--- src/verilog/fault_lock_pkg.sv ---
// package: register map, field layout and decode constants for the fault lock config bank
package fault_lock_pkg;

    // ----------------------------------------------------------------
    // register map
    // ----------------------------------------------------------------
    localparam logic [11:0] CFG_SECOND_OFFSET = 12'h092;
    localparam logic [11:0] CFG_SECOND_ADDR = 12'h248;
    localparam logic [11:0] IRQ_STATUS_ADDR = 12'h400;
    localparam logic [11:0] IRQ_MASK_ADDR = 12'h404;
    localparam logic [31:0] CFG_SECOND_RESET = 32'h00000000;
    localparam logic [31:0] IRQ_RESET = 32'h00000000;

    // ----------------------------------------------------------------
    // field positions
    // ----------------------------------------------------------------
    localparam int SPEED_EN_BIT = 30;
    localparam int BEMF_EN_BIT = 29;
    localparam int NOMOTOR_EN_BIT = 28;
    localparam int OVERSPEED_LSB = 25;
    localparam int LOWBEMF_LSB = 22;
    localparam int NOMOTOR_THR_LSB = 19;
    localparam int HWLOCK_LSB = 15;

    // ----------------------------------------------------------------
    // interrupt status bits
    // ----------------------------------------------------------------
    localparam int IRQ_WRITE_BIT = 0;
    localparam int IRQ_ENABLE_CHG_BIT = 1;
    localparam int IRQ_BAD_ADDR_BIT = 2;
    localparam int IRQ_WIDTH = 3;

    // ----------------------------------------------------------------
    // decoded threshold units
    // ----------------------------------------------------------------
    // overspeed in percent, low back-emf in tenths of percent, current in mA
    localparam logic [7:0] OVERSPEED_BASE_PCT = 8'h82;
    localparam logic [7:0] OVERSPEED_STEP_PCT = 8'h0A;
    localparam logic [3:0] HWLOCK_RETRY_CODE = 4'h4;
    localparam logic [3:0] HWLOCK_OFF_CODE = 4'h8;

    typedef enum {RESP_LATCHED, RESP_RETRY, RESP_DISABLED} hw_resp_t;

endpackage : fault_lock_pkg

--- src/verilog/cfg_decode_if.sv ---
// interface: raw register value out to the decoder, decoded settings back
`timescale 1ns/10ps
interface cfg_decode_if;
    logic [31:0] raw;
    logic [7:0] overspeedPct;
    logic [9:0] lowBemfPermille;
    logic [10:0] noMotorMilliamp;
    logic [1:0] hwResponse;
    logic [1:0] hwBrakeSel;

    modport owner (output raw, input overspeedPct, lowBemfPermille, noMotorMilliamp,
        hwResponse, hwBrakeSel);
    modport decoder (input raw, output overspeedPct, lowBemfPermille, noMotorMilliamp,
        hwResponse, hwBrakeSel);
endinterface : cfg_decode_if

--- src/verilog/fault_lock_config_register.sv ---
// module: second fault lock configuration register behind an APB slave
// ----------------------------------------------------------------
// Summary of operation
// - bit 30 enables abnormal speed lock
// - bit 29 enables abnormal back-emf lock
// - bit 28 enables no-motor lock
// - bits 27:25 overspeed threshold 130..200 percent
// - bits 24:22 low back-emf threshold 40..70 percent
// - bits 21:19 no-motor current threshold select
// - bits 18:15 hardware current-limit lock response
// ----------------------------------------------------------------
`timescale 1ns/10ps
module fault_lock_config_register (
    // clock and reset
    input wire logic mclk,
    input wire logic rst,
    // apb slave
    input wire logic psel,
    input wire logic penable,
    input wire logic pwrite,
    input wire logic [11:0] paddr,
    input wire logic [31:0] pwdata,
    output logic [31:0] prdata,
    output logic pready,
    output logic pslverr,
    // lock detector settings
    output logic abnormalSpeedLockEnable,
    output logic abnormalBackemfLockEnable,
    output logic noMotorLockEnable,
    output logic [7:0] overspeedLockThreshold,
    output logic [9:0] lowBackemfLockThreshold,
    output logic [10:0] noMotorCurrentThreshold,
    output logic [1:0] hardwareCurrentLockResponse,
    output logic [1:0] hardwareCurrentLockBrake,
    output logic [31:0] faultLockConfigSecond,
    // interrupt
    output logic irq
);
    import fault_lock_pkg::*;

    // ----------------------------------------------------------------
    // state
    // ----------------------------------------------------------------
    logic [31:0] cfg_ff, nxt_cfg;
    logic [IRQ_WIDTH-1:0] status_ff, nxt_status;
    logic [IRQ_WIDTH-1:0] mask_ff, nxt_mask;
    logic [31:0] prdata_ff, nxt_prdata;
    logic pready_ff, nxt_pready;
    logic pslverr_ff, nxt_pslverr;
    logic irq_ff, nxt_irq;
    logic spdEn_ff, bemfEn_ff, nomEn_ff;
    logic [7:0] ospd_ff;
    logic [9:0] lbemf_ff;
    logic [10:0] nomThr_ff;
    logic [1:0] hwResp_ff, hwBrake_ff;

    cfg_decode_if dec ();

    lock_threshold_decode u_decode (
        .cfg(dec.decoder)
    );

    function automatic logic addrHit(input logic [11:0] a, input logic [11:0] target);
        addrHit = (a == target);
    endfunction : addrHit

    // ----------------------------------------------------------------
    // apb access and interrupt status
    // ----------------------------------------------------------------
    logic access, wrAccess, hitCfg, hitStatus, hitMask, bad;
    logic [IRQ_WIDTH-1:0] events;

    // one wait state: pready rises the cycle after the first access edge
    always_comb begin
        access = psel && penable && !pready_ff;
        wrAccess = access && pwrite;
        hitCfg = addrHit(paddr, CFG_SECOND_ADDR);
        hitStatus = addrHit(paddr, IRQ_STATUS_ADDR);
        hitMask = addrHit(paddr, IRQ_MASK_ADDR);
        bad = !(hitCfg || hitStatus || hitMask);

        nxt_cfg = cfg_ff;
        nxt_mask = mask_ff;
        nxt_prdata = prdata_ff;
        nxt_pready = access;
        nxt_pslverr = access && bad;
        events = '0;

        if (wrAccess && hitCfg) begin
            nxt_cfg = pwdata;
            events[IRQ_WRITE_BIT] = 1'b1;
            events[IRQ_ENABLE_CHG_BIT] = (pwdata[SPEED_EN_BIT] != cfg_ff[SPEED_EN_BIT])
                || (pwdata[BEMF_EN_BIT] != cfg_ff[BEMF_EN_BIT])
                || (pwdata[NOMOTOR_EN_BIT] != cfg_ff[NOMOTOR_EN_BIT]);
        end
        if (wrAccess && hitMask) begin
            nxt_mask = pwdata[IRQ_WIDTH-1:0];
        end
        if (access && bad) begin
            events[IRQ_BAD_ADDR_BIT] = 1'b1;
        end

        // write-one-to-clear, a same-cycle event wins over the clear
        nxt_status = status_ff;
        if (wrAccess && hitStatus) begin
            nxt_status = status_ff & ~pwdata[IRQ_WIDTH-1:0];
        end
        nxt_status = nxt_status | events;

        if (access && !pwrite) begin
            if (hitCfg) begin
                nxt_prdata = cfg_ff;
            end else if (hitStatus) begin
                nxt_prdata = {{(32-IRQ_WIDTH){1'b0}}, status_ff};
            end else if (hitMask) begin
                nxt_prdata = {{(32-IRQ_WIDTH){1'b0}}, mask_ff};
            end else begin
                nxt_prdata = 32'h00000000;
            end
        end
        nxt_irq = |(nxt_status & nxt_mask);
    end

    always_ff @(posedge mclk) begin
        if (rst) begin
            cfg_ff <= CFG_SECOND_RESET;
            status_ff <= IRQ_WIDTH'(IRQ_RESET);
            mask_ff <= IRQ_WIDTH'(IRQ_RESET);
            prdata_ff <= 32'h00000000;
            pready_ff <= 1'b0;
            pslverr_ff <= 1'b0;
            irq_ff <= 1'b0;
        end else begin
            cfg_ff <= nxt_cfg;
            status_ff <= nxt_status;
            mask_ff <= nxt_mask;
            prdata_ff <= nxt_prdata;
            pready_ff <= nxt_pready;
            pslverr_ff <= nxt_pslverr;
            irq_ff <= nxt_irq;
        end
    end

    // ----------------------------------------------------------------
    // decoded settings, registered so outputs come from flip-flops
    // ----------------------------------------------------------------
    // decoded from the next value so settings change on the same edge as cfg_ff
    assign dec.raw = nxt_cfg;

    always_ff @(posedge mclk) begin
        if (rst) begin
            spdEn_ff <= 1'b0;
            bemfEn_ff <= 1'b0;
            nomEn_ff <= 1'b0;
            ospd_ff <= OVERSPEED_BASE_PCT;
            lbemf_ff <= 10'h190;
            nomThr_ff <= 11'h04B;
            hwResp_ff <= 2'(RESP_LATCHED);
            hwBrake_ff <= 2'h0;
        end else begin
            spdEn_ff <= nxt_cfg[SPEED_EN_BIT];
            bemfEn_ff <= nxt_cfg[BEMF_EN_BIT];
            nomEn_ff <= nxt_cfg[NOMOTOR_EN_BIT];
            ospd_ff <= dec.overspeedPct;
            lbemf_ff <= dec.lowBemfPermille;
            nomThr_ff <= dec.noMotorMilliamp;
            hwResp_ff <= dec.hwResponse;
            hwBrake_ff <= dec.hwBrakeSel;
        end
    end

    // ----------------------------------------------------------------
    // outputs
    // ----------------------------------------------------------------
    assign prdata = prdata_ff;
    assign pready = pready_ff;
    assign pslverr = pslverr_ff;
    assign irq = irq_ff;
    assign faultLockConfigSecond = cfg_ff;
    assign abnormalSpeedLockEnable = spdEn_ff;
    assign abnormalBackemfLockEnable = bemfEn_ff;
    assign noMotorLockEnable = nomEn_ff;
    assign overspeedLockThreshold = ospd_ff;
    assign lowBackemfLockThreshold = lbemf_ff;
    assign noMotorCurrentThreshold = nomThr_ff;
    assign hardwareCurrentLockResponse = hwResp_ff;
    assign hardwareCurrentLockBrake = hwBrake_ff;

endmodule : fault_lock_config_register

--- src/verilog/lock_threshold_decode.sv ---
// module: decodes threshold codes of the lock config into physical units
`timescale 1ns/10ps
module lock_threshold_decode (
    // register value and decoded settings
    cfg_decode_if.decoder cfg
);
    import fault_lock_pkg::*;

    function automatic logic [9:0] bemfPermille(input logic [2:0] code);
        case (code)
            3'h0: bemfPermille = 10'h190;
            3'h1: bemfPermille = 10'h1C2;
            3'h2: bemfPermille = 10'h1F4;
            3'h3: bemfPermille = 10'h226;
            3'h4: bemfPermille = 10'h258;
            3'h5: bemfPermille = 10'h28A;
            3'h6: bemfPermille = 10'h2A3;
            default: bemfPermille = 10'h2BC;
        endcase
    endfunction : bemfPermille

    function automatic logic [10:0] currentMilliamp(input logic [2:0] code);
        case (code)
            3'h0, 3'h1: currentMilliamp = 11'h04B;
            3'h2: currentMilliamp = 11'h064;
            3'h3: currentMilliamp = 11'h07D;
            3'h4: currentMilliamp = 11'h0FA;
            3'h5: currentMilliamp = 11'h1F4;
            3'h6: currentMilliamp = 11'h2EE;
            default: currentMilliamp = 11'h3E8;
        endcase
    endfunction : currentMilliamp

    logic [2:0] spdCode;
    logic [3:0] hwCode;

    always_comb begin
        spdCode = cfg.raw[OVERSPEED_LSB +: 3];
        hwCode = cfg.raw[HWLOCK_LSB +: 4];
        cfg.overspeedPct = 8'(OVERSPEED_BASE_PCT + OVERSPEED_STEP_PCT * spdCode);
        cfg.lowBemfPermille = bemfPermille(cfg.raw[LOWBEMF_LSB +: 3]);
        cfg.noMotorMilliamp = currentMilliamp(cfg.raw[NOMOTOR_THR_LSB +: 3]);
        if (hwCode >= HWLOCK_OFF_CODE) begin
            cfg.hwResponse = 2'(RESP_DISABLED);
        end else if (hwCode >= HWLOCK_RETRY_CODE) begin
            cfg.hwResponse = 2'(RESP_RETRY);
        end else begin
            cfg.hwResponse = 2'(RESP_LATCHED);
        end
        // 0 tristate, 2 high side brake, 3 low side brake (code 1 tristates too)
        cfg.hwBrakeSel = (hwCode[1:0] == 2'h1) ? 2'h0 : hwCode[1:0];
    end

endmodule : lock_threshold_decode

--- config.mk ---
export PLATFORM = sky130hd
export DESIGN_NAME = fault_lock_config_register
export DESIGN_NICKNAME = d
export VERILOG_FILES = /design/src/verilog/fault_lock_pkg.sv /design/src/verilog/cfg_decode_if.sv /design/src/verilog/fault_lock_config_register.sv /design/src/verilog/lock_threshold_decode.sv
export SDC_FILE = /design/constraint.sdc
export NUM_CORES = 1
export LEC_CHECK = 0
export ABC_CLOCK_PERIOD_IN_PS = 3500
export BUFFER_PORTS_ARGS = -buffer_cell sky130_fd_sc_hd__clkbuf_2
export CORE_MARGIN = 4
export CORE_UTILIZATION = 48
export DETAILED_ROUTE_END_ITERATION = 6
export PLACE_DENSITY = 0.89
export REMOVE_ABC_BUFFERS = 1
export SLEW_MARGIN = 20
export SYNTH_ARGS = -nofsm -noshare
export SYNTH_HDL_FRONTEND = slang
export SYNTH_SLANG_ARGS = --single-unit
--- constraint.sdc ---
create_clock -name mclk -period 3.5 [get_ports mclk]
set_clock_uncertainty 0.2 [all_clocks]
set_input_delay 0.7 -clock mclk [delete_from_list [all_inputs] [get_ports mclk]]
set_output_delay 0.7 -clock mclk [all_outputs]
set_load 0.1 [all_outputs]
==> impl_metrics.toml <==
[die]
initial_core_util_pct = 49.7
ios = 152
core.rowCount = 32
dieHeight_um = 97.9
design.core.area_sq_um = 7810
fp.dieArea_sq_um = 9580
die_w_um = 97.9

[timing]
slew_headroom_pct = 62.3
hold_viol = 0
whs_ns = 0.275
worst_slew_pin_slew_ns = 0.568
period_share_pct = 85.3
slew_violations = 0
setup_viol = 0
period_minus_slack_ns = 2.99
rsz0062_at_grt = "no"
max_freq_mhz = 335

[clocking]
clk_path_buf_depth = 2
cts_root_buf = "clkbuf_8"
cts_tree = "yes"
clock_latency_ns = 0.35
postCtsSetupBuffers = 0
ctsHoldBuffers = 0
clk_pin_slew_ns = 0.09
ctsResizeCount = 0
cts.sinks = 100
htree_levels = 3
cts_buffers = 9

[drt]
via_count = 3487
drt_pass1_iterations = 4
drtIter0Drc = 132
wl_per_cell_um = 14.5
ant_nets = 0
via_per_inst = 5.20
route.detailed.drc = 0
drt_wl_total_um = 9690

[worst_hold_path]
hold_depth = 2
hold_path.class = "reg -> reg"

[grt]
grt_overflow_total = 0
grt_pass1_wl_um = 16000
grt_max_degree = 33
antenna_found_initial = 0
grt_pass1_vias = 3394
track_usage_pct = 20.0

[critical_path]
path_depth = 10
critPathLaunchType = "input pin"
crit_family = "simple AND/OR/NAND/NOR gates"
path_class = "in -> reg"
cp_common_cell = "ha_1"
crit_slowest_cell = "or3_1"
cp_data_arrival_time_ns = 3.03
endpoint_kind = "register"
reg2reg_depth = 8
r2r_slack_ns = 0.80
max_stage_delay_ns = 0.49
worstPathMaxFanout = 6
cp_cell_sequence = "clkbuf_2 -> and4bb_1 -> nand2_1 -> or3_1 -> mux2i_1 -> nor2_1 -> ha_1 -> ha_1 -> nor2b_1 -> mux2_1"
cp.required_ns = 3.54
path_buf_inv = 1

[synth]
synth_adder_area_share_pct = 0.645
synth_top_area_share_pct = 51.6
synth_simple_gate_area_share_pct = 21.1
synthArstFlopShare_pct = 0
synthXorXnorAreaFrac_pct = 2.26
yosysTopAreaCell = "dfxtp_1"
ys_warn_count = 0
synth_seq_cells = 100
yosysSeqAreaShare_pct = 51.6
synth_edf_count = 0
synth_cell_types = 49
synth_area_leaders = "dfxtp_1, a22oi_1, nand2_1"
syn_avg_cell_area_sq_um = 9.02
synth_compound_area_share_pct = 13.6
syn-cell-area_sq_um = 3880
synth_flop_cell = "dfxtp_1"
muxShareOfSynthArea_pct = 5.16
synth_top_family_by_area = "simple AND/OR/NAND/NOR gates"
netlist_instances = 430

[final_layout]
fin_area_sq_um = 4860
multiInputGateArea_sq_um = 1670
final_nets = 615
fillerInstances = 674
seq_area_sq_um = 2000
final_util_pct = 62.2
n_antenna_cell = 0
syn2layout_area_growth_pct = 25.2
drive_above_1_share_pct = 33.3

[outcome]
status = "complete, no violations"

[placed_design]
gp_routability_congestion = 0.873
post_dp_cell_area_sq_um = 4670
hpwl_um = 7030
numPortBuffers = 148

[power]
p_clk_share_pct = 36.3
combPwrFrac_pct = 5.3
power_density_nw_per_um2 = 402
fin_total_pwr_mw = 1.95
intPower_mw = 1.50
netSwitchingFraction_pct = 23.2
p_seq_share_pct = 58.3
p_switching_uw = 454
ir_worst_vdd_uv = 206
power.leakage_nw = 2.14

[job]
maxCapViolCount = 0
==> cell families (layout without fill, tap and decap cells) <==
| kind of cell | after synthesis | in the layout |
|---|---|---|
| mux | 19 | 19 |
| xor+xnor | 10 | 10 |
| simple gates | 173 | 173 |
| other cells | 2 | 3 |
| fa+ha+maj | 2 | 2 |
| compound gates | 80 | 80 |
| buf+inv | 44 | 181 |
| flops | 100 | 100 |
==> Yosys cell counts, types with 4 or more instances <==
master	instances
nand3b_1	6
inv_1	4
a22oi_1	33
mux2_2	4
clkbuf_1	17
nor2_1	59
xnor2_1	7
nor3_1	15
buf_4	9
nand2_1	60
dfxtp_1	100
nor2b_1	8
a21oi_1	29
mux2i_1	13
a211oi_1	5
buf_2	8
==> cell usage in the layout (no fill, tap or decap), drive strengths merged, types with 3 or more instances in the layout <==
cell,instances
clkinvlp,3
a21oi,29
a211oi,5
nor2b,8
o21ai,4
nand3b,6
and2,3
clkbuf,156
mux2,5
inv,7
mux2i,14
nand2,60
xnor2,7
nand3,3
nor2,59
buf,12
conb,3
nor3,17
dfxtp,100
a22oi,33
xor2,3
==> worst reg2reg max path, stage by stage, from the launching register on <==
cell,delay (ns)
dfxtp_1,0.32
nand4b_1,0.28
or3_1,0.55
mux2i_1,0.24
nor2_1,0.07
ha_1,0.19
ha_1,0.30
nor2b_1,0.15
mux2_1,0.30
==> per-layer routing <==
metal | vias up | routed length [um] | GRT usage [%]
li1 | 1715 | - | -
met2 | 136 | 4670 | 34.0
met1 | 1625 | 4080 | 24.4
met4 | 0 | 97 | 6.18
met5 | - | 0 | 0
met3 | 11 | 835 | 6.00
==> metrics by stage <==
step           std cells  setup slack, ns  TNS (ns)
2_1_floorplan        394           -0.320    -0.781
3_3_place_gp         655            0.265         0
3_5_place_dp         655            0.173         0
4_1_cts              670            0.551         0
5_1_grt              670            0.387         0
6_report             670            0.515         0
==> cell type report <==
class,instances,area share (%)
clock buffer,9,2.55
clock inverter,6,1.37
inverter,7,0.541
multi-input combinational,287,34.5
sequential,100,41.2
tap,102,2.63
timing repair buffer,159,17.2
==> worst paths after layout <==
path                                               start                                endpoint
setup / recovery                                paddr[2]    overspeedLockThreshold[5]$_SDFF_PP0_
hold / removal    faultLockConfigSecond[31]$_SDFFE_PP0N_  faultLockConfigSecond[31]$_SDFFE_PP0N_
setup reg to reg                       pready$_SDFF_PP0_    overspeedLockThreshold[5]$_SDFF_PP0_
hold reg to reg   faultLockConfigSecond[31]$_SDFFE_PP0N_  faultLockConfigSecond[31]$_SDFFE_PP0N_
==> sequential cells by signal, indices dropped and copies added, names as in the netlist <==
name	flops
status_ff	3
mask_ff	3
hardwareCurrentLockBrake	2
pslverr	1
pready	1
lowBackemfLockThreshold	10
hardwareCurrentLockResponse	1
overspeedLockThreshold	7
faultLockConfigSecond	30
prdata	32
irq	1
noMotorCurrentThreshold	9
==> power groups by stage <==
stage                     clock, mW  sequential (mW)  combinational, mW
after floorplan                   0             1.17             0.0340
after global placement            0             1.17              0.101
after detailed placement          0             1.17              0.103
after CTS                     0.723             1.14              0.103
after global routing          0.779             1.14              0.111
final                         0.710             1.14              0.104
(Power assumes the default switching activity.)
